--- config.mk ---
export PLATFORM = sky130hd
export DESIGN_NAME = command_byte_register_decoder
export DESIGN_NICKNAME = d
export VERILOG_FILES = /design/src/cmd_decoder_pkg.sv /design/src/command_byte_register_decoder.sv
export VERILOG_INCLUDE_DIRS = /design/src
export SDC_FILE = /design/constraint.sdc
export NUM_CORES = 1
export LEC_CHECK = 0
export BUFFER_PORTS_ARGS = -buffer_cell sky130_fd_sc_hd__clkbuf_2
export CORE_MARGIN = 2
export CORE_UTILIZATION = 31
export CTS_BUF_LIST = sky130_fd_sc_hd__clkbuf_8
export DETAILED_ROUTE_END_ITERATION = 8
export GPL_TIMING_DRIVEN = 0
export PLACE_DENSITY = 0.63
export SLEW_MARGIN = 20
export SYNTH_ARGS = -nofsm -noshare
export SYNTH_HDL_FRONTEND = slang
export SYNTH_SLANG_ARGS = --single-unit
--- constraint.sdc ---
create_clock -name mclk -period 4.35 [get_ports mclk]
set_input_delay 0.435 -clock mclk [delete_from_list [all_inputs] [get_ports mclk]]
set_output_delay 0.435 -clock mclk [all_outputs]
set_load 0.005 [all_outputs]
--- src/cmd_decoder_consts.svh ---
`ifndef CMD_DECODER_CONSTS_SVH
`define CMD_DECODER_CONSTS_SVH

// command byte layout
`define CMD_START_BIT      7
`define CMD_DIR_BIT        6
`define CMD_IDX_MSB        5
`define CMD_IDX_LSB        0
`define CMD_RESET          8'h00
`define CMD_DIR_WRITE      1'b0
`define CMD_START_OK       1'b0

// target register index codes
`define IDX_COMMAND        6'h00
`define IDX_STATUS         6'h00
`define IDX_CONV_MODE      6'h01
`define IDX_IFACE_MODE     6'h02
`define IDX_CHECKSUM       6'h03
`define IDX_RESULT         6'h04
`define IDX_GPIO_CFG       6'h06
`define IDX_IDENT          6'h07
`define IDX_GROUP_CHANNEL  2'h1
`define IDX_GROUP_SETUP    3'h4
`define IDX_GROUP_FILTER   3'h5
`define IDX_GROUP_OFFSET   3'h6
`define IDX_GROUP_GAIN     3'h7
`define STATUS_RESET       8'h80

// data phase lengths in bytes
`define LEN_NONE           2'd0
`define LEN_STATUS         2'd1
`define LEN_CONV_MODE      2'd2
`define LEN_IFACE_MODE     2'd2
`define LEN_CHECKSUM       2'd3
`define LEN_RESULT         2'd3
`define LEN_GPIO_CFG       2'd2
`define LEN_IDENT          2'd2
`define LEN_CHANNEL        2'd2
`define LEN_SETUP          2'd2
`define LEN_FILTER         2'd2
`define LEN_OFFSET         2'd3
`define LEN_GAIN           2'd3

`endif

--- src/cmd_decoder_pkg.sv ---
package cmd_decoder_pkg;

    typedef enum logic [3:0] {
        TGT_NONE       = 4'h0,
        TGT_STATUS     = 4'h1,
        TGT_CONV_MODE  = 4'h2,
        TGT_IFACE_MODE = 4'h3,
        TGT_CHECKSUM   = 4'h4,
        TGT_RESULT     = 4'h5,
        TGT_GPIO_CFG   = 4'h6,
        TGT_IDENT      = 4'h7,
        TGT_CHANNEL    = 4'h8,
        TGT_SETUP      = 4'h9,
        TGT_FILTER     = 4'ha,
        TGT_OFFSET     = 4'hb,
        TGT_GAIN       = 4'hc,
        TGT_COMMAND    = 4'hd
    } target_t;

    typedef enum logic [1:0] {
        ST_IDLE = 2'b00,
        ST_DATA = 2'b01
    } phase_t;

endpackage : cmd_decoder_pkg

--- src/command_byte_register_decoder.sv ---
// Behaviour
// - first byte of each transaction is command
// - command selects target register and direction
// - command accepted only when bit 7 zero
// - direction bit 0 write, 1 read
// - low six bits give target register index
// - decode status, modes, checksum, result, gpio, id
// - channel 0-15 and setup 0-7 codes
// - filter, offset and gain 0-7 codes
// - command register index zero, reset zero, write-only
// - read of index zero targets status
`timescale 1ns/1ns
`default_nettype none
`include "cmd_decoder_consts.svh"

module command_byte_register_decoder (
    input  wire logic                     mclk,
    input  wire logic                     rst_n,
    input  wire logic                     byteValid,
    input  wire logic [7:0]               byteData,
    input  wire logic                     frameAbort,
    output logic [7:0]                    commandByte,
    output cmd_decoder_pkg::target_t      targetClass,
    output logic [3:0]                    targetUnit,
    output logic                          readNotWrite,
    output logic                          phaseActive,
    output logic [1:0]                    phaseBytes,
    output logic                          readStrobe,
    output logic                          writeStrobe,
    output logic [23:0]                   writeData,
    output logic                          phaseDone,
    output logic                          commandRejected
);
    import cmd_decoder_pkg::*;

    phase_t      stateQ,   stateD;
    logic [7:0]  cmdQ,     cmdD;
    target_t     classQ,   classD;
    logic [3:0]  unitQ,    unitD;
    logic        rdQ,      rdD;
    logic [1:0]  lenQ,     lenD;
    logic [1:0]  cntQ,     cntD;
    logic [23:0] shiftQ,   shiftD;
    logic        wrStbQ,   wrStbD;
    logic [23:0] wrDataQ,  wrDataD;
    logic        rdStbQ,   rdStbD;
    logic        doneQ,    doneD;
    logic        rejQ,     rejD;

    target_t     decClass;
    logic [3:0]  decUnit;
    logic [1:0]  decLen;
    logic [5:0]  idx;
    logic        isRead;

    assign idx    = byteData[`CMD_IDX_MSB:`CMD_IDX_LSB];
    assign isRead = (byteData[`CMD_DIR_BIT] != `CMD_DIR_WRITE);

    // index decode; groups of eight or sixteen share a class and carry a unit number
    always_comb
    begin
        decClass = TGT_NONE;
        decUnit  = 4'h0;
        decLen   = `LEN_NONE;
        if (idx == `IDX_STATUS && isRead)
        begin
            decClass = TGT_STATUS;
            decLen   = `LEN_STATUS;
        end
        else if (idx == `IDX_COMMAND)
        begin
            // a write here only reloads the command byte, so no data phase follows
            decClass = TGT_COMMAND;
            decLen   = `LEN_NONE;
        end
        else if (idx == `IDX_CONV_MODE)
        begin
            decClass = TGT_CONV_MODE;
            decLen   = `LEN_CONV_MODE;
        end
        else if (idx == `IDX_IFACE_MODE)
        begin
            decClass = TGT_IFACE_MODE;
            decLen   = `LEN_IFACE_MODE;
        end
        else if (idx == `IDX_CHECKSUM)
        begin
            decClass = TGT_CHECKSUM;
            decLen   = `LEN_CHECKSUM;
        end
        else if (idx == `IDX_RESULT)
        begin
            decClass = TGT_RESULT;
            decLen   = `LEN_RESULT;
        end
        else if (idx == `IDX_GPIO_CFG)
        begin
            decClass = TGT_GPIO_CFG;
            decLen   = `LEN_GPIO_CFG;
        end
        else if (idx == `IDX_IDENT)
        begin
            decClass = TGT_IDENT;
            decLen   = `LEN_IDENT;
        end
        else if (idx[5:4] == `IDX_GROUP_CHANNEL)
        begin
            decClass = TGT_CHANNEL;
            decUnit  = idx[3:0];
            decLen   = `LEN_CHANNEL;
        end
        else if (idx[5:3] == `IDX_GROUP_SETUP)
        begin
            decClass = TGT_SETUP;
            decUnit  = {1'b0, idx[2:0]};
            decLen   = `LEN_SETUP;
        end
        else if (idx[5:3] == `IDX_GROUP_FILTER)
        begin
            decClass = TGT_FILTER;
            decUnit  = {1'b0, idx[2:0]};
            decLen   = `LEN_FILTER;
        end
        else if (idx[5:3] == `IDX_GROUP_OFFSET)
        begin
            decClass = TGT_OFFSET;
            decUnit  = {1'b0, idx[2:0]};
            decLen   = `LEN_OFFSET;
        end
        else if (idx[5:3] == `IDX_GROUP_GAIN)
        begin
            decClass = TGT_GAIN;
            decUnit  = {1'b0, idx[2:0]};
            decLen   = `LEN_GAIN;
        end
        else
        begin
            // 000101 and 001xxx: reserved, no strobe will ever fire
            decClass = TGT_NONE;
            decLen   = `LEN_NONE;
        end
    end

    always_comb
    begin
        stateD  = stateQ;
        cmdD    = cmdQ;
        classD  = classQ;
        unitD   = unitQ;
        rdD     = rdQ;
        lenD    = lenQ;
        cntD    = cntQ;
        shiftD  = shiftQ;
        wrStbD  = 1'b0;
        wrDataD = wrDataQ;
        rdStbD  = 1'b0;
        doneD   = 1'b0;
        rejD    = 1'b0;
        case (stateQ)
            ST_IDLE:
            begin
                if (byteValid && !frameAbort)
                begin
                    if (byteData[`CMD_START_BIT] == `CMD_START_OK)
                    begin
                        cmdD   = byteData;
                        classD = decClass;
                        unitD  = decUnit;
                        rdD    = isRead;
                        lenD   = decLen;
                        cntD   = 2'd0;
                        shiftD = 24'h000000;
                        if (decLen != `LEN_NONE)
                        begin
                            stateD = ST_DATA;
                            // read strobe lets the register bank load its value before the first byte
                            rdStbD = isRead;
                        end
                        else
                        begin
                            doneD = 1'b1;
                        end
                    end
                    else
                    begin
                        // host held the start bit high: byte is not a command
                        rejD = 1'b1;
                    end
                end
            end
            ST_DATA:
            begin
                if (frameAbort)
                begin
                    // partial write is dropped; no register changes on a cut frame
                    stateD = ST_IDLE;
                end
                else if (byteValid)
                begin
                    shiftD = {shiftQ[15:0], byteData};
                    cntD   = 2'(cntQ + 2'd1);
                    if (2'(cntQ + 2'd1) == lenQ)
                    begin
                        stateD = ST_IDLE;
                        doneD  = 1'b1;
                        if (!rdQ && classQ != TGT_NONE)
                        begin
                            wrStbD  = 1'b1;
                            wrDataD = {shiftQ[15:0], byteData};
                        end
                    end
                end
            end
            default:
            begin
                stateD = ST_IDLE;
            end
        endcase
    end

    always_ff @(posedge mclk)
    begin
        if (!rst_n)
        begin
            stateQ  <= ST_IDLE;
            cmdQ    <= `CMD_RESET;
            classQ  <= TGT_NONE;
            unitQ   <= 4'h0;
            rdQ     <= 1'b0;
            lenQ    <= `LEN_NONE;
            cntQ    <= 2'd0;
            shiftQ  <= 24'h000000;
            wrStbQ  <= 1'b0;
            wrDataQ <= 24'h000000;
            rdStbQ  <= 1'b0;
            doneQ   <= 1'b0;
            rejQ    <= 1'b0;
        end
        else
        begin
            stateQ  <= stateD;
            cmdQ    <= cmdD;
            classQ  <= classD;
            unitQ   <= unitD;
            rdQ     <= rdD;
            lenQ    <= lenD;
            cntQ    <= cntD;
            shiftQ  <= shiftD;
            wrStbQ  <= wrStbD;
            wrDataQ <= wrDataD;
            rdStbQ  <= rdStbD;
            doneQ   <= doneD;
            rejQ    <= rejD;
        end
    end

    assign commandByte     = cmdQ;
    assign targetClass     = classQ;
    assign targetUnit      = unitQ;
    assign readNotWrite    = rdQ;
    assign phaseActive     = (stateQ == ST_DATA);
    assign phaseBytes      = lenQ;
    assign readStrobe      = rdStbQ;
    assign writeStrobe     = wrStbQ;
    assign writeData       = wrDataQ;
    assign phaseDone       = doneQ;
    assign commandRejected = rejQ;

endmodule : command_byte_register_decoder

`default_nettype wire

==> Word level (Yosys, flattened, before mapping) <==
Index checks and enable logic that the tools add are counted.
{ "totals": {"ff_bits": 66, "in_bits": 12, "out_inout_bits": 48} }
{ "op_classes": {"n_addsub": 1, "eq_ne": 20, "n_mux": 65, "bitwise_logic": 9, "reduce_logical": 17} }
{ "ops": {"columns": ["operator", "n"], "rows": [
  ["two-way mux 4 bit", 22],
  ["two-way mux 16 bit", 4],
  ["two-way mux 2 bit", 23],
  ["one-hot mux 16 bit (2 select lines)", 1],
  ["equality test 6 x 3 -> 1 bit (second input constant)", 3],
  ["AND reduction 5 bit", 3],
  ["equality test 3 bit (second input constant)", 4],
  ["equality test 6 x 2 -> 1 bit (second input constant)", 2],
  ["two-way mux 3 bit", 4],
  ["inequality test 2 bit (second input constant)", 5],
  ["OR reduction 5 bit", 2],
  ["inverter 1 bit", 9],
  ["two-way mux 1 bit", 8],
  ["one-hot mux 2 bit (2 select lines)", 2],
  ["equality test 6 x 1 -> 1 bit (second input constant)", 1],
  ["zero test 6 bit", 1],
  ["AND reduction 3 bit", 2],
  ["equality test 2 x 1 -> 1 bit (second input constant)", 2],
  ["nonzero test 2 bit", 2],
  ["nonzero test 4 bit", 1],
  ["logical AND 1 bit", 3],
  ["inequality test 3 x 2 -> 1 bit (second input constant)", 1],
  ["inequality test 3 bit (second input constant)", 1],
  ["adder 2 x 1 -> 2 bit (second input constant)", 1],
  ["4 further kinds", 5]
]} }

==> Logic depth before layout (Yosys ltp) <==
Gate-level depths: netlist of the first run.
{ "depth": {"ltp_word": 19, "depth_mapped": 6, "mapped_depth_nobuf": 4} }

==> Least setup slack after synthesis of the first run <==
OpenSTA, ideal clock, no wires.
{ "synth_path": {"path_type": "input to register", "from": "input byteData[1]", "to": "register doneQ (netlist: phaseDone)", "arrival_ns": 1.591, "t_required_ns": 4.234, "slack_ns": 2.643, "path_stages": 5, "path_buffers": 1, "path_cell_list": "clkbuf_1 > or4_1 > nor2_1 > a221oi_1 > a31o_2"} }
{ "synth_via": {"elab_chain_cells": 14, "elab_cells_between_ends": 21} }
{ "synth_lines": {"columns": ["element", "line_no", "source"], "rows": [
  ["start: declaration", "command_byte_register_decoder.sv:20", "input wire logic [7:0] byteData,"],
  ["equality test 6 x 3 -> 1 bit (no line)", null, null],
  ["two-way mux 2 bit", "command_byte_register_decoder.sv:101", "else if (idx == `IDX_IDENT)"],
  ["two-way mux 2 bit", "command_byte_register_decoder.sv:96", "else if (idx == `IDX_GPIO_CFG)"],
  ["two-way mux 2 bit", "command_byte_register_decoder.sv:91", "else if (idx == `IDX_RESULT)"],
  ["two-way mux 2 bit", "command_byte_register_decoder.sv:86", "else if (idx == `IDX_CHECKSUM)"],
  ["two-way mux 2 bit", "command_byte_register_decoder.sv:81", "else if (idx == `IDX_IFACE_MODE)"],
  ["two-way mux 2 bit", "command_byte_register_decoder.sv:76", "else if (idx == `IDX_CONV_MODE)"],
  ["two-way mux 2 bit", "command_byte_register_decoder.sv:70", "else if (idx == `IDX_COMMAND)"],
  ["two-way mux 2 bit (*)", "command_byte_register_decoder.sv:65", "if (idx == `IDX_STATUS && isRead)"],
  ["nonzero test 2 bit (no line) (*)", null, null],
  ["two-way mux 1 bit (*)", "command_byte_register_decoder.sv:173", "if (decLen != `LEN_NONE)"],
  ["two-way mux 1 bit (*)", "command_byte_register_decoder.sv:164", "if (byteData[`CMD_START_BIT] == `CMD_START_OK)"],
  ["two-way mux 1 bit (*)", "command_byte_register_decoder.sv:162", "if (byteValid && !frameAbort)"],
  ["one-hot mux 1 bit (2 select lines) (*)", "command_byte_register_decoder.sv:159", "case (stateQ)"],
  ["end signal: assignment", "command_byte_register_decoder.sv:252", "doneQ <= doneD;"],
  ["end: declaration", "command_byte_register_decoder.sv:47", "logic doneQ, doneD;"]
]} }
Mark *: on every way between the ends. The rest lies on a longest branch, timed or not.
A chain may end at the register's enable or synchronous reset.

==> Worst setup path after layout of the first run <==
{ "layout_path": {"from": "register cntQ[1]", "to": "register wrDataQ[12] (netlist: writeData[12])"} }
{ "layout_via": {"elab_chain_cells": 3} }
{ "layout_lines": {"columns": ["element", "line_no", "source"], "rows": [
  ["start: declaration", "command_byte_register_decoder.sv:42", "logic [1:0] cntQ, cntD;"],
  ["start signal: assignment", "command_byte_register_decoder.sv:247", "cntQ <= cntD;"],
  ["adder 2 x 1 -> 2 bit", "command_byte_register_decoder.sv:202", "if (2'(cntQ + 2'd1) == lenQ)"],
  ["equality test 2 bit", "command_byte_register_decoder.sv:202", null],
  ["AND reduction 5 bit (no line)", null, null],
  ["end signal: assignment", "command_byte_register_decoder.sv:250", "wrDataQ <= wrDataD;"],
  ["end: declaration", "command_byte_register_decoder.sv:45", "logic [23:0] wrDataQ, wrDataD;"]
]} }
No other way between the ends.

==> summary.md, run 1 <==
| Metric | Value |
|---|---|
| Post-synth ARST share | `0%` |
| Final Critical Period | `1.80 ns` |
| Post-DP HPWL | `4760 µm` |
| Switching Power | `0.276 mW` |
| CP Launch Type | `flop` |
| Final #Nets | `378` |
| YS warnings | `0` |
| Worst setup EP type | `flop` |
| Worst vdd ir | `0.223 mV` |
| Number of flops mapped to enable cells by yosys | `0` |
| I/O Pins | `60` |
| Highest fanout seen on the critical path | `10` |
| Clk sink count | `64` |
| N_diodes | `0` |
| Post-CTS Setup Bufs | `0` |
| Unrepaired setup endpoints after global routing | `false` |
| Skew-Pair Late Insertion Delay | `0.34 ns` |
| Synth Area per Inst | `just under 9 µm²` |
| DRC | `0` |
| Row count | `33` |
| Post-route ant nets | `0` |
| Core region area | `8220 µm²` |
| CP required | `4.61 ns` |
| Drt pass-1 iters | `4` |
| Top FF cell, synth | `dfxtp_1` |
| Setup violations, final | `0` |
| Die width | `96.2 µm` |
| Min-delay src | `byteData[6]` |
| Port bufs | `55` |
| Power consumption | `1.17 mW` |
| Hold path cells | `3` |
| Final Skew | `0.0108 ns` |
| Measured slew at the worst slew-check pin | `0.610 ns` |
| Yosys cell types | `39` |
| P_int | `0.893 mW` |
| Hold Path Sink | `readNotWrite` |
| Die Height | `96.2 µm` |
| Number of global-route vias before repair | `2,130` |
| Inserted Clock Buffers | `9` |
| Initial antenna violation count | `0` |
| Buf+Inv Stages, Crit Path | `2` |
| Die area | `9250 µm²` |
| Total congestion overflow | `0` |
| Switching Fraction | `23.6%` |
| Reg power frac | `51.3%` |
| Worst r2r path cells | `6` |
| Largest net degree at the start of global routing | `11` |
| Post-synthesis cell area | `2640 µm²` |
| Register area share after synthesis | `48.6%` |
| Critical-path top delay cell | `dfxtp_1` |
| Clock slew seen by the registers of the worst setup and hold paths | `0.07 ns` |
| Top achievable clock speed | `0.557 GHz` |
| DR WL/cell | `13.8 µm` |
| CTS H-tree depth | `3` |
| Slew headroom | `approximately three fifths` |
| Reg2reg end | `writeData[12]` |
| Flop and latch count out of synthesis | `64` |
| Final WL | `6580 µm` |
| Starting density of the core | `approximately 32%` |
| Fin. max-slew vios | `0` |
| Gr usage total | `15.4%` |
| Setup_tns | `0 ns` |
| Global-route wire length before repair | `10,600 µm` |
| Period utilization | `41.3%` |
| Synthesized instance count | `300` |
| Layout cells sized above 1 | `about 22%` |
| Max Root-Sink Buffers | `2` |
| Hold Vio Cnt, Final | `0` |
| Vias | `2,273` |
| Area delta synth->final | `22.5%` |
| WP data arrival | `2.06 ns` |
| Combinational share of power | `under 10%` |
| Initial drt markers | `113` |
| Static Leak | `1.25 nW` |
| Clk pwr share | `41.8%` |
| Hold slack | `0.411 ns` |
| PwrDens | `362 nW/µm²` |
| Worst reg-to-reg setup slack | `~2.6 ns` |
| Syn_nets | `about 310` |
| Status | `finished, final reports clean` |
| CTS tree | `built` |
| Hold Buf Count CTS | `0` |
| CTS resizes | `0` |
| Critical-path cell list | `xnor2_1 > mux2_4 > nor4b_2 > buf_6 > buf_12 > mux2i_1` |
| Maxcap violations | `0` |
| Worst r2r src | `cntQ[1]` |
| Drt via density | `~4.8` |
| RePlAce Congestion | `0.777` |
| Crit path launch | `cntQ[1]` |
| CP top delay family | `multiplexers` |
| CTS Root Cell | `clkbuf_8` |
| Peak per-stage delay on the critical path | `0.34 ns` |
| Worst hold path type | `in -> reg` |
| CP Class | `reg -> reg` |
[synth_stat cells (all sizes together) (2+ instances only)]
library cell   n  area share (%)
xnor2          3             1.0
nand2b         3            0.71
nor2b          3            0.71
clkbuf        18             2.6
o21ai          7             1.3
a311oi         2            0.66
a22oi         15             4.3
nor4b          2             1.1
a21oi         18             3.4
nand2         69             9.8
nand3b         5             1.4
nor4           2            0.47
mux2i         26             9.9
nor3           2            0.38
inv            4            0.57
nand3          5            0.95
nor2          26             3.7
dfxtp         64              49
buf            9             3.2
o21bai         2            0.57
[stage by stage]
| stage | setup WS (ns) | std cells | utilization (%) | instance area [µm²] |
|---|---|---|---|---|
| after floorplan | 2.64 | 300 | - | 2640 |
| after global placement | 2.40 | 460 | 37.0 | 3040 |
| after detailed placement | 2.41 | 460 | 37.0 | 3040 |
| after CTS | 2.54 | 475 | 39.3 | 3230 |
| after global routing | 2.38 | 475 | 39.3 | 3230 |
| final | 2.55 | 475 | 39.3 | 3230 |
[how the worst max path moves through the flow]
stage	endpoint	cells after the start	slack, ns
finish	writeData[12]	6	2.55
CTS	writeData[12]	6	2.54
global placement	targetClass[2]	5	2.40
floorplan	phaseDone	5	2.64
detailed placement	targetClass[2]	5	2.41
global route	writeData[15]	6	2.38
[kinds of logic after synthesis]
family / share of synthesized area (%)
AO/OA/AOI/OAI: 12.4
XOR/XNOR: 0.997
buffers and inverters: 6.36
other: 0.142
flip-flops: 48.6
multiplexers: 10.4
AND/OR/NAND/NOR: 21.0
[flip-flops by register name, summed over array words and instances, names as in the netlist]
register         flops
writeData           24
shiftQ              16
commandByte          6
targetClass          4
targetUnit           4
cntQ                 2
phaseBytes           2
commandRejected      1
phaseDone            1
readNotWrite         1
readStrobe           1
stateQ               1
writeStrobe          1
[worst reg2reg max path, stage by stage, from the launching register on]
cell and delay (ns):
dfxtp_1 0.34, xnor2_1 0.20, mux2_4 0.34, nor4b_2 0.29, buf_6 0.21, buf_12 0.16
mux2i_1 0.19
[metal layers]
| metal | global-route usage (%) | part of all wire [%] | vias up |
|---|---|---|---|
| li1 | - | - | 1141 |
| met1 | 18.9 | 46 | 1061 |
| met2 | 24.6 | 46 | 61 |
| met3 | 6.03 | 6.1 | 10 |
| met4 | 5.00 | 1.5 | 0 |
| met5 | 0 | 0 | - |
[cells in the final DEF (no fill, tap or decap), types with 5 or more instances in the layout]
cell	count
nor2_1	26
nand3b_1	5
a21oi_1	18
clkbuf_2	55
clkbuf_1	18
o21ai_0	7
dfxtp_1	64
inv_1	5
clkbuf_8	10
a22oi_1	15
nand2_1	69
mux2i_1	26
nand3_1	5
[cell type report]
type,count,area (µm²)
sequential,64,1280
clock inverter,5,48.8
multi-input combinational,205,1190
buffer,27,153
fill,846,4990
tap,105,131
clock buffer,10,138
timing repair buffer,55,275
inverter,4,15.0
[power by group through the flow]
stage,Clock (mW),Combinational [mW],Sequential (mW)
global placement,0,0.0792,0.612
floorplan,0,0.0490,0.612
CTS,0.501,0.0805,0.599
finish,0.489,0.0806,0.599
global route,0.531,0.0894,0.600
detailed placement,0,0.0801,0.612
No activity file was read; power rests on OpenSTA's default activity.
==> inputs of run 2 (changes only) <==
--- a/config.mk
+++ b/config.mk
@@ -6,6 +6,7 @@
 export SDC_FILE = /design/constraint.sdc
 export NUM_CORES = 1
 export LEC_CHECK = 0
+export ABC_AREA = 1
 export BUFFER_PORTS_ARGS = -buffer_cell sky130_fd_sc_hd__clkbuf_2
 export CORE_MARGIN = 2
 export CORE_UTILIZATION = 31
==> constraint.sdc (replaced) <==
create_clock -name mclk -period 1.7 [get_ports mclk]
set_input_delay 0.17 -clock mclk [delete_from_list [all_inputs] [get_ports mclk]]
set_output_delay 0.17 -clock mclk [all_outputs]
set_load 0.005 [all_outputs]
==> run 2 against run 1 <==
Area after synthesis grew 1.8%. Clock skew is essentially flat. Worst hold slack lost 0.33 ns. Global-route usage shrank 0.42 points. Routed wire length grew 2.6%. First-iteration DRC count grew 31%. Critical path depth grew 1. Core utilization grew 0.59 points. Maximum frequency grew 18%. Final area grew 2.5%. Via count grew 12%. Non-clock buffer count shrank 6.
==> summary.md, run 2 <==
| Metric | Value |
|---|---|
| Status | `finished, final reports clean` |
| Synth Area per Inst | `6.97 µm² (-21%)` |
| Synth Area in Compound Gates | `9.47% (-3.0 points)` |
| N_diodes | `0 (unchanged)` |
| Top FF cell, synth | `dfxtp_1` |
| Synth Area in Adders | `0% (unchanged)` |
| Cell taking the most area after synthesis | `dfxtp_1` |
| Setup_tns | `0 ns (unchanged)` |
| CTS tree | `built` |
| Top-area cell type share of the netlist area | `47.8% (-0.86 points)` |
| Worst setup EP type | `flop` |
| PwrDens | `976 nW/µm² (+170%)` |
| WP data arrival | `1.76 ns (-0.30 ns)` |
| Final WL | `6750 µm (+2.6%)` |
| Starting density of the core | `32.3% (+0.25 points)` |
| Largest family of logic cells by synthesized area | `simple AND/OR/NAND/NOR gates` |
| Post-route setup slack | `0.185 ns (-2.37 ns)` |
| Hold Buf Count CTS | `0 (unchanged)` |
| Final Critical Period | `1.52 ns (-0.280 ns)` |
| Die Height | `97.0 µm (+0.86%)` |
| Number of flops mapped to enable cells by yosys | `0 (unchanged)` |
| Post-route ant nets | `0 (unchanged)` |
| Post-synth top cells | `nand2_1, dfxtp_1, nor2_1` |
| Register area share after synthesis | `47.8% (-0.86 points)` |
| Largest net degree at the start of global routing | `12 (+1)` |
| Initial antenna violation count | `0 (unchanged)` |
| Die width | `97.0 µm (+0.86%)` |
| CTS resizes | `0 (unchanged)` |
| CP Launch Type | `flop` |
| CTS H-tree depth | `3 (unchanged)` |
| Syn_nets | `397 (+27%)` |
| CP Class | `reg -> reg` |
| Synthesized instance count | `385 (+28%)` |
| Number of flip-flops in the largest register | `24 (unchanged)` |
| Worst hold path type | `in -> reg` |
| Period utilization | `89.1% (+48 points)` |
| Synth Area in Simple Gates | `30.7% (+9.7 points)` |
| Layout cells sized above 1 | `21.1% (-1.3 points)` |
| I/O Pins | `60 (unchanged)` |
| Vias | `2,553 (+12%)` |
| Power consumption | `3.23 mW (+180%)` |
| Gr usage total | `15.0% (-0.42 points)` |
| Multiplexer share of the synthesized area | `0% (-10 points)` |
| RePlAce Congestion | `0.813 (+4.6%)` |
| Post-CTS Setup Bufs | `0 (unchanged)` |
| CTS Root Cell | `clkbuf_8` |
| Hold Vio Cnt, Final | `0 (unchanged)` |
| Post-DP HPWL | `4940 µm (+3.6%)` |
| Initial drt markers | `148 (+31%)` |
| Unrepaired setup endpoints after global routing | `false` |
| Measured slew at the worst slew-check pin | `0.580 ns (-0.0307 ns)` |
| Hold slack | `0.0822 ns (-0.328 ns)` |
| Global-route wire length before repair | `11,200 µm (+6.0%)` |
| Static Leak | `1.67 nW (+34%)` |
| Inserted Clock Buffers | `9 (unchanged)` |
| Highest fanout seen on the critical path | `10 (unchanged)` |
| Clk sink count | `64 (unchanged)` |
| Top post-synthesis cells by area | `dfxtp_1, nand2_1, nor2_1, inv_1, a21oi_1` |
| Area delta synth->final | `23.4%` |
| Yosys cell types | `24 (-38%)` |
| DRC | `0 (unchanged)` |
| Skew-Pair Late Insertion Delay | `0.35 ns (about the same)` |
| Die area | `9410 µm² (+1.7%)` |
| Fillcell total | `895 (+5.8%)` |
| DR WL/cell | `12.1 µm (-13%)` |
| Worst vdd ir | `0.466 mV (+110%)` |
| Post-synth ARST share | `0% (unchanged)` |
| Number of global-route vias before repair | `2,415 (+13%)` |
| CP required | `1.94 ns (-2.67 ns)` |
| Fin. max-slew vios | `0 (unchanged)` |
| Port bufs | `53 (-3.6%)` |
| Setup violations, final | `0 (unchanged)` |
| Row count | `33 (unchanged)` |
| Core region area | `8300 µm² (+1.0%)` |
| Commonest cells after routing, fill and taps aside | `nand2_1, dfxtp_1, nor2_1, clkbuf_2, inv_1` |
| Total congestion overflow | `0 (unchanged)` |
| Most common cell after layout, fill and taps aside | `nand2_1` |
| Worst slack at placement | `0.0999 ns (-2.31 ns)` |
| Final Skew | `0.0104 ns (-0.000410 ns)` |
| Flop and latch count out of synthesis | `64 (unchanged)` |
| Maxcap violations | `0 (unchanged)` |
| Layout Utilization | `39.9% (+0.59 points)` |
| Max Root-Sink Buffers | `2 (unchanged)` |
| Most frequent cell after synthesis | `nand2_1` |
| Slew headroom | `61.4% (+2.0 points)` |
| Post-synthesis cell area | `2680 µm² (+1.8%)` |
| Drt pass-1 iters | `5 (+1)` |
| Final #Nets | `461 (+22%)` |
| Clock slew seen by the registers of the worst setup and hold paths | `0.07 ns (about the same)` |
| Drt via density | `4.57 (-4.6%)` |
| YS warnings | `0 (unchanged)` |
| Xor/xnor cell area share of the yosys netlist | `0.653% (-0.34 points)` |
| Top achievable clock speed | `0.660 GHz (+18%)` |
-- run 2: cell types whose count changed after synthesis, moves of 10 or more --
cell | before | now
inv_1 | 4 | 48
nand2_1 | 69 | 105
a21oi_1 | 18 | 30
a22oi_1 | 15 | 0
nand3_1 | 5 | 20
nor2_2 | 0 | 10
nor2_1 | 26 | 60
mux2i_1 | 26 | 0
-- run 2: final cells by class --
| type | count | area [µm²] | share of cell area, % |
|---|---|---|---|
| clock buffer | 11 | 151 | 4.57 |
| tap | 105 | 131 | 3.97 |
| sequential | 64 | 1280 | 38.7 |
| timing repair buffer | 53 | 265 | 8.02 |
| clock inverter | 5 | 78.8 | 2.38 |
| multi-input combinational | 250 | 1100 | 33.2 |
| inverter | 48 | 180 | 5.44 |
| buffer | 23 | 121 | 3.67 |
-- run 2: where the power goes --
| group | total (mW) | switching (mW) | internal, mW |
|---|---|---|---|
| Clock | 1.50 | 0.600 | 0.903 |
| Combinational | 0.194 | 0.132 | 0.0619 |
| Sequential | 1.53 | 0.0145 | 1.52 |
-- run 2: layer usage --
| metal | track usage [%] | up-vias | routed length [µm] |
|---|---|---|---|
| met3 | 4.99 | 16 | 371 |
| met1 | 18.0 | 1151 | 3110 |
| li1 | - | 1310 | - |
| met5 | 0 | - | 0 |
| met2 | 24.5 | 76 | 3160 |
| met4 | 6.07 | 0 | 110 |
-- run 2: cell families (layout without fill, tap and decap cells) --
kind of cell | after synthesis | count (layout)
flops | 64 | 64
xor+xnor | 2 | 2
simple gates | 200 | 200
buf+inv | 71 | 140
compound gates | 47 | 47
other cells | 1 | 1
-- run 2: path summary, 6_finish.rpt --
check              start            to  slack, ns  cells past startpoint
max            stateQ[0]  writeData[4]       0.18                      7
max reg2reg    stateQ[0]  writeData[4]       0.18                      7
min reg2reg   shiftQ[13]    shiftQ[13]       0.46                      2
min          byteData[7]  writeData[7]       0.08                      3
-- run 2: per-stage QoR --
step                std cells  cell area (µm²)
global route              559             3310
finish                    559             3310
global placement          543             3080
CTS                       559             3310
floorplan                 385             2680
detailed placement        543             3080
-- run 2: critical path, cell delays in order, from the launching register on --
cell     delay (ns)
dfxtp_1        0.37
inv_1          0.11
nor2_4         0.24
nand4_2        0.19
buf_6          0.19
buf_6          0.16
nor2_1         0.10
nor2_1         0.05
==> inputs of run 3 (changes only) <==
--- a/config.mk
+++ b/config.mk
@@ -6,7 +6,7 @@
 export SDC_FILE = /design/constraint.sdc
 export NUM_CORES = 1
 export LEC_CHECK = 0
-export ABC_AREA = 1
+export ABC_AREA = 0
 export BUFFER_PORTS_ARGS = -buffer_cell sky130_fd_sc_hd__clkbuf_2
 export CORE_MARGIN = 2
 export CORE_UTILIZATION = 31
==> run 3 against run 2 <==
The flow now finishes with violations (setup timing). Maximum frequency fell by 11%. Worst setup slack got worse by 0.19 ns. Register-to-register slack got worse by 0.19 ns. Critical path depth fell by 1. Clock power fell by 17%. Combinational power rose by 9.8%. Sequential share of layout area rose by 0.36 points. Critical path type unchanged. Highest routed layer unchanged.
==> summary.md, run 3 (same netlist as run 1, synthesis figures left out) <==
| Metric | Value |
|---|---|
| Largest net degree at the start of global routing | `11 (-1)` |
| Hold slack | `0.139 ns (+0.0573 ns)` |
| Clock slew seen by the registers of the worst setup and hold paths | `0.07 ns (about the same)` |
| DRC | `0 (unchanged)` |
| Starting density of the core | `32.1% (-0.25 points)` |
| Gr usage total | `15.4% (+0.45 points)` |
| Post-route setup slack | `-0.00177 ns (-0.186 ns)` |
| Unrepaired setup endpoints after global routing | `true` |
| Row count | `33 (unchanged)` |
| Measured slew at the worst slew-check pin | `0.638 ns (+0.0585 ns)` |
| Die width | `96.2 µm (-0.86%)` |
| Static Leak | `1.29 nW (-23%)` |
| Global-route wire length before repair | `10,700 µm (-5.0%)` |
| Total congestion overflow | `0 (unchanged)` |
| Most common cell after layout, fill and taps aside | `nand2_1` |
| CP Class | `reg -> reg` |
| Vias | `2,284 (-11%)` |
| Status | `finished with violations` |
| Die Height | `96.2 µm (-0.86%)` |
| Worst hold path type | `in -> reg` |
| Fin. max-slew vios | `0 (unchanged)` |
| Layout cells sized above 1 | `24.8% (+3.7 points)` |
| Hold Vio Cnt, Final | `0 (unchanged)` |
| P_int | `2.29 mW (-8.0%)` |
| Post-route insts no fill | `480 (-14%)` |
| Final Skew | `0.0115 ns (+0.00108 ns)` |
| Combinational share of power | `7.1% (+1.1 points)` |
| PwrDens | `910 nW/µm² (-6.8%)` |
| Drt pass-1 iters | `4 (-1)` |
| Switching Power | `0.708 mW (-5.0%)` |
| Maxcap violations | `0 (unchanged)` |
| Slew headroom | `57.1% (-4.3 points)` |
| Area delta synth->final | `24.9%` |
| Number of flip-flops in the largest register | `24 (unchanged)` |
| Post-route ant nets | `0 (unchanged)` |
| CTS H-tree depth | `3 (unchanged)` |
| Final WL | `6630 µm (-1.7%)` |
| CTS tree | `built` |
| Initial drt markers | `129 (-13%)` |
| CP Launch Type | `flop` |
| Top achievable clock speed | `0.588 GHz (-11%)` |
| Failing checks | `setup timing` |
| Setup violations, final | `2 (+2)` |
| N_diodes | `0 (unchanged)` |
| Port bufs | `55 (+3.8%)` |
| Fillcell total | `847 (-5.4%)` |
| Period utilization | `100% (+11 points)` |
| DR WL/cell | `13.8 µm (+14%)` |
| Number of global-route vias before repair | `2,141 (-11%)` |
| Max Root-Sink Buffers | `2 (unchanged)` |
| Final #Nets | `383 (-17%)` |
| I/O Pins | `60 (unchanged)` |
| Drt via density | `4.76 (+4.2%)` |
| WP data arrival | `1.97 ns (+0.21 ns)` |
| Final Critical Period | `1.70 ns (+0.186 ns)` |
| Initial antenna violation count | `0 (unchanged)` |
| Clk pwr share | `41.7% (-4.8 points)` |
| Post-DP HPWL | `4760 µm (-3.5%)` |
| Inserted Clock Buffers | `9 (unchanged)` |
| Worst vdd ir | `0.568 mV (+22%)` |
| Die area | `9250 µm² (-1.7%)` |
| Commonest cells after routing, fill and taps aside | `nand2_1, dfxtp_1, clkbuf_2, nor2_1, mux2i_1` |
| Hold Buf Count CTS | `0 (unchanged)` |
| Highest fanout seen on the critical path | `10 (unchanged)` |
| CP required | `1.97 ns (+0.03 ns)` |
| Reg power frac | `51.2% (+3.7 points)` |
| Switching Fraction | `23.6% (+0.56 points)` |
| Worst setup EP type | `flop` |
| Skew-Pair Late Insertion Delay | `0.34 ns (about the same)` |
| RePlAce Congestion | `0.777 (-4.4%)` |
| Core region area | `8220 µm² (-1.0%)` |
| Clk sink count | `64 (unchanged)` |
| CTS Root Cell | `clkbuf_8` |
| Cell Count Post-Placement | `460 (-15%)` |
==> run 3: what timing repair did <==
item,CTS,global route
setup buffers,4,1
gates resized for setup,4,4
setup endpoints to repair,20,54
pin swaps,1,0
endpoints found under the hold margin,0,0
==> run 3: per-stage QoR <==
stage | worst slack [ns] | util [%] | TNS, ns | instance area, µm² | power (mW)
floorplan | 0.0521 | - | 0 | 2640 | 1.69
global placement | -0.0417 | 37.0 | -0.672 | 3040 | 1.77
detailed placement | -0.0932 | 37.0 | -1.16 | 3040 | 1.77
CTS | -0.0178 | 39.9 | -0.0232 | 3280 | 3.02
global route | -0.122 | 40.1 | -4.13 | 3290 | 3.13
finish | -0.00177 | 40.1 | -0.00206 | 3290 | 3.00
==> run 3: path summary, 6_finish.rpt <==
check	from	end	slack, ns	cells past startpoint
worst max-delay path	phaseBytes[1]	writeData[15]	-0.002	6
worst min-delay path	byteData[6]	readNotWrite	0.14	3
worst max register to register	phaseBytes[1]	writeData[15]	-0.002	6
worst min register to register	writeData[13]	writeData[13]	0.46	2
==> run 3: power by group through the flow <==
stage          sequential [mW]  combinational (mW)  clock, mW
2_1_floorplan             1.57               0.125          0
3_3_place_gp              1.57               0.203          0
3_5_place_dp              1.57               0.205          0
4_1_cts                   1.53               0.210       1.28
5_1_grt                   1.53               0.235       1.36
6_report                  1.53               0.213       1.25
==> run 3: final cells by class <==
type	count	area, µm²	share of cell area [%]
clock buffer	10	138	4.18
clock inverter	5	48.8	1.48
inverter	4	15.0	0.456
timing repair buffer	60	313	9.50
buffer	27	154	4.68
tap	105	131	3.99
multi-input combinational	205	1210	36.6
sequential	64	1290	39.1
==> run 3: routing by layer <==
metal	wire, µm	global-route usage [%]
met1	3060	19.0
met2	3030	24.5
met3	443	6.03
met4	99	5.00
met5	0	0
==> run 3: worst max-delay path, cell delays in order, from the launching register on <==
cell	delay [ns]
dfxtp_4	0.35
xnor2_2	0.16
mux2_4	0.34
nor4b_4	0.26
buf_6	0.17
buf_12	0.14
mux2i_2	0.19
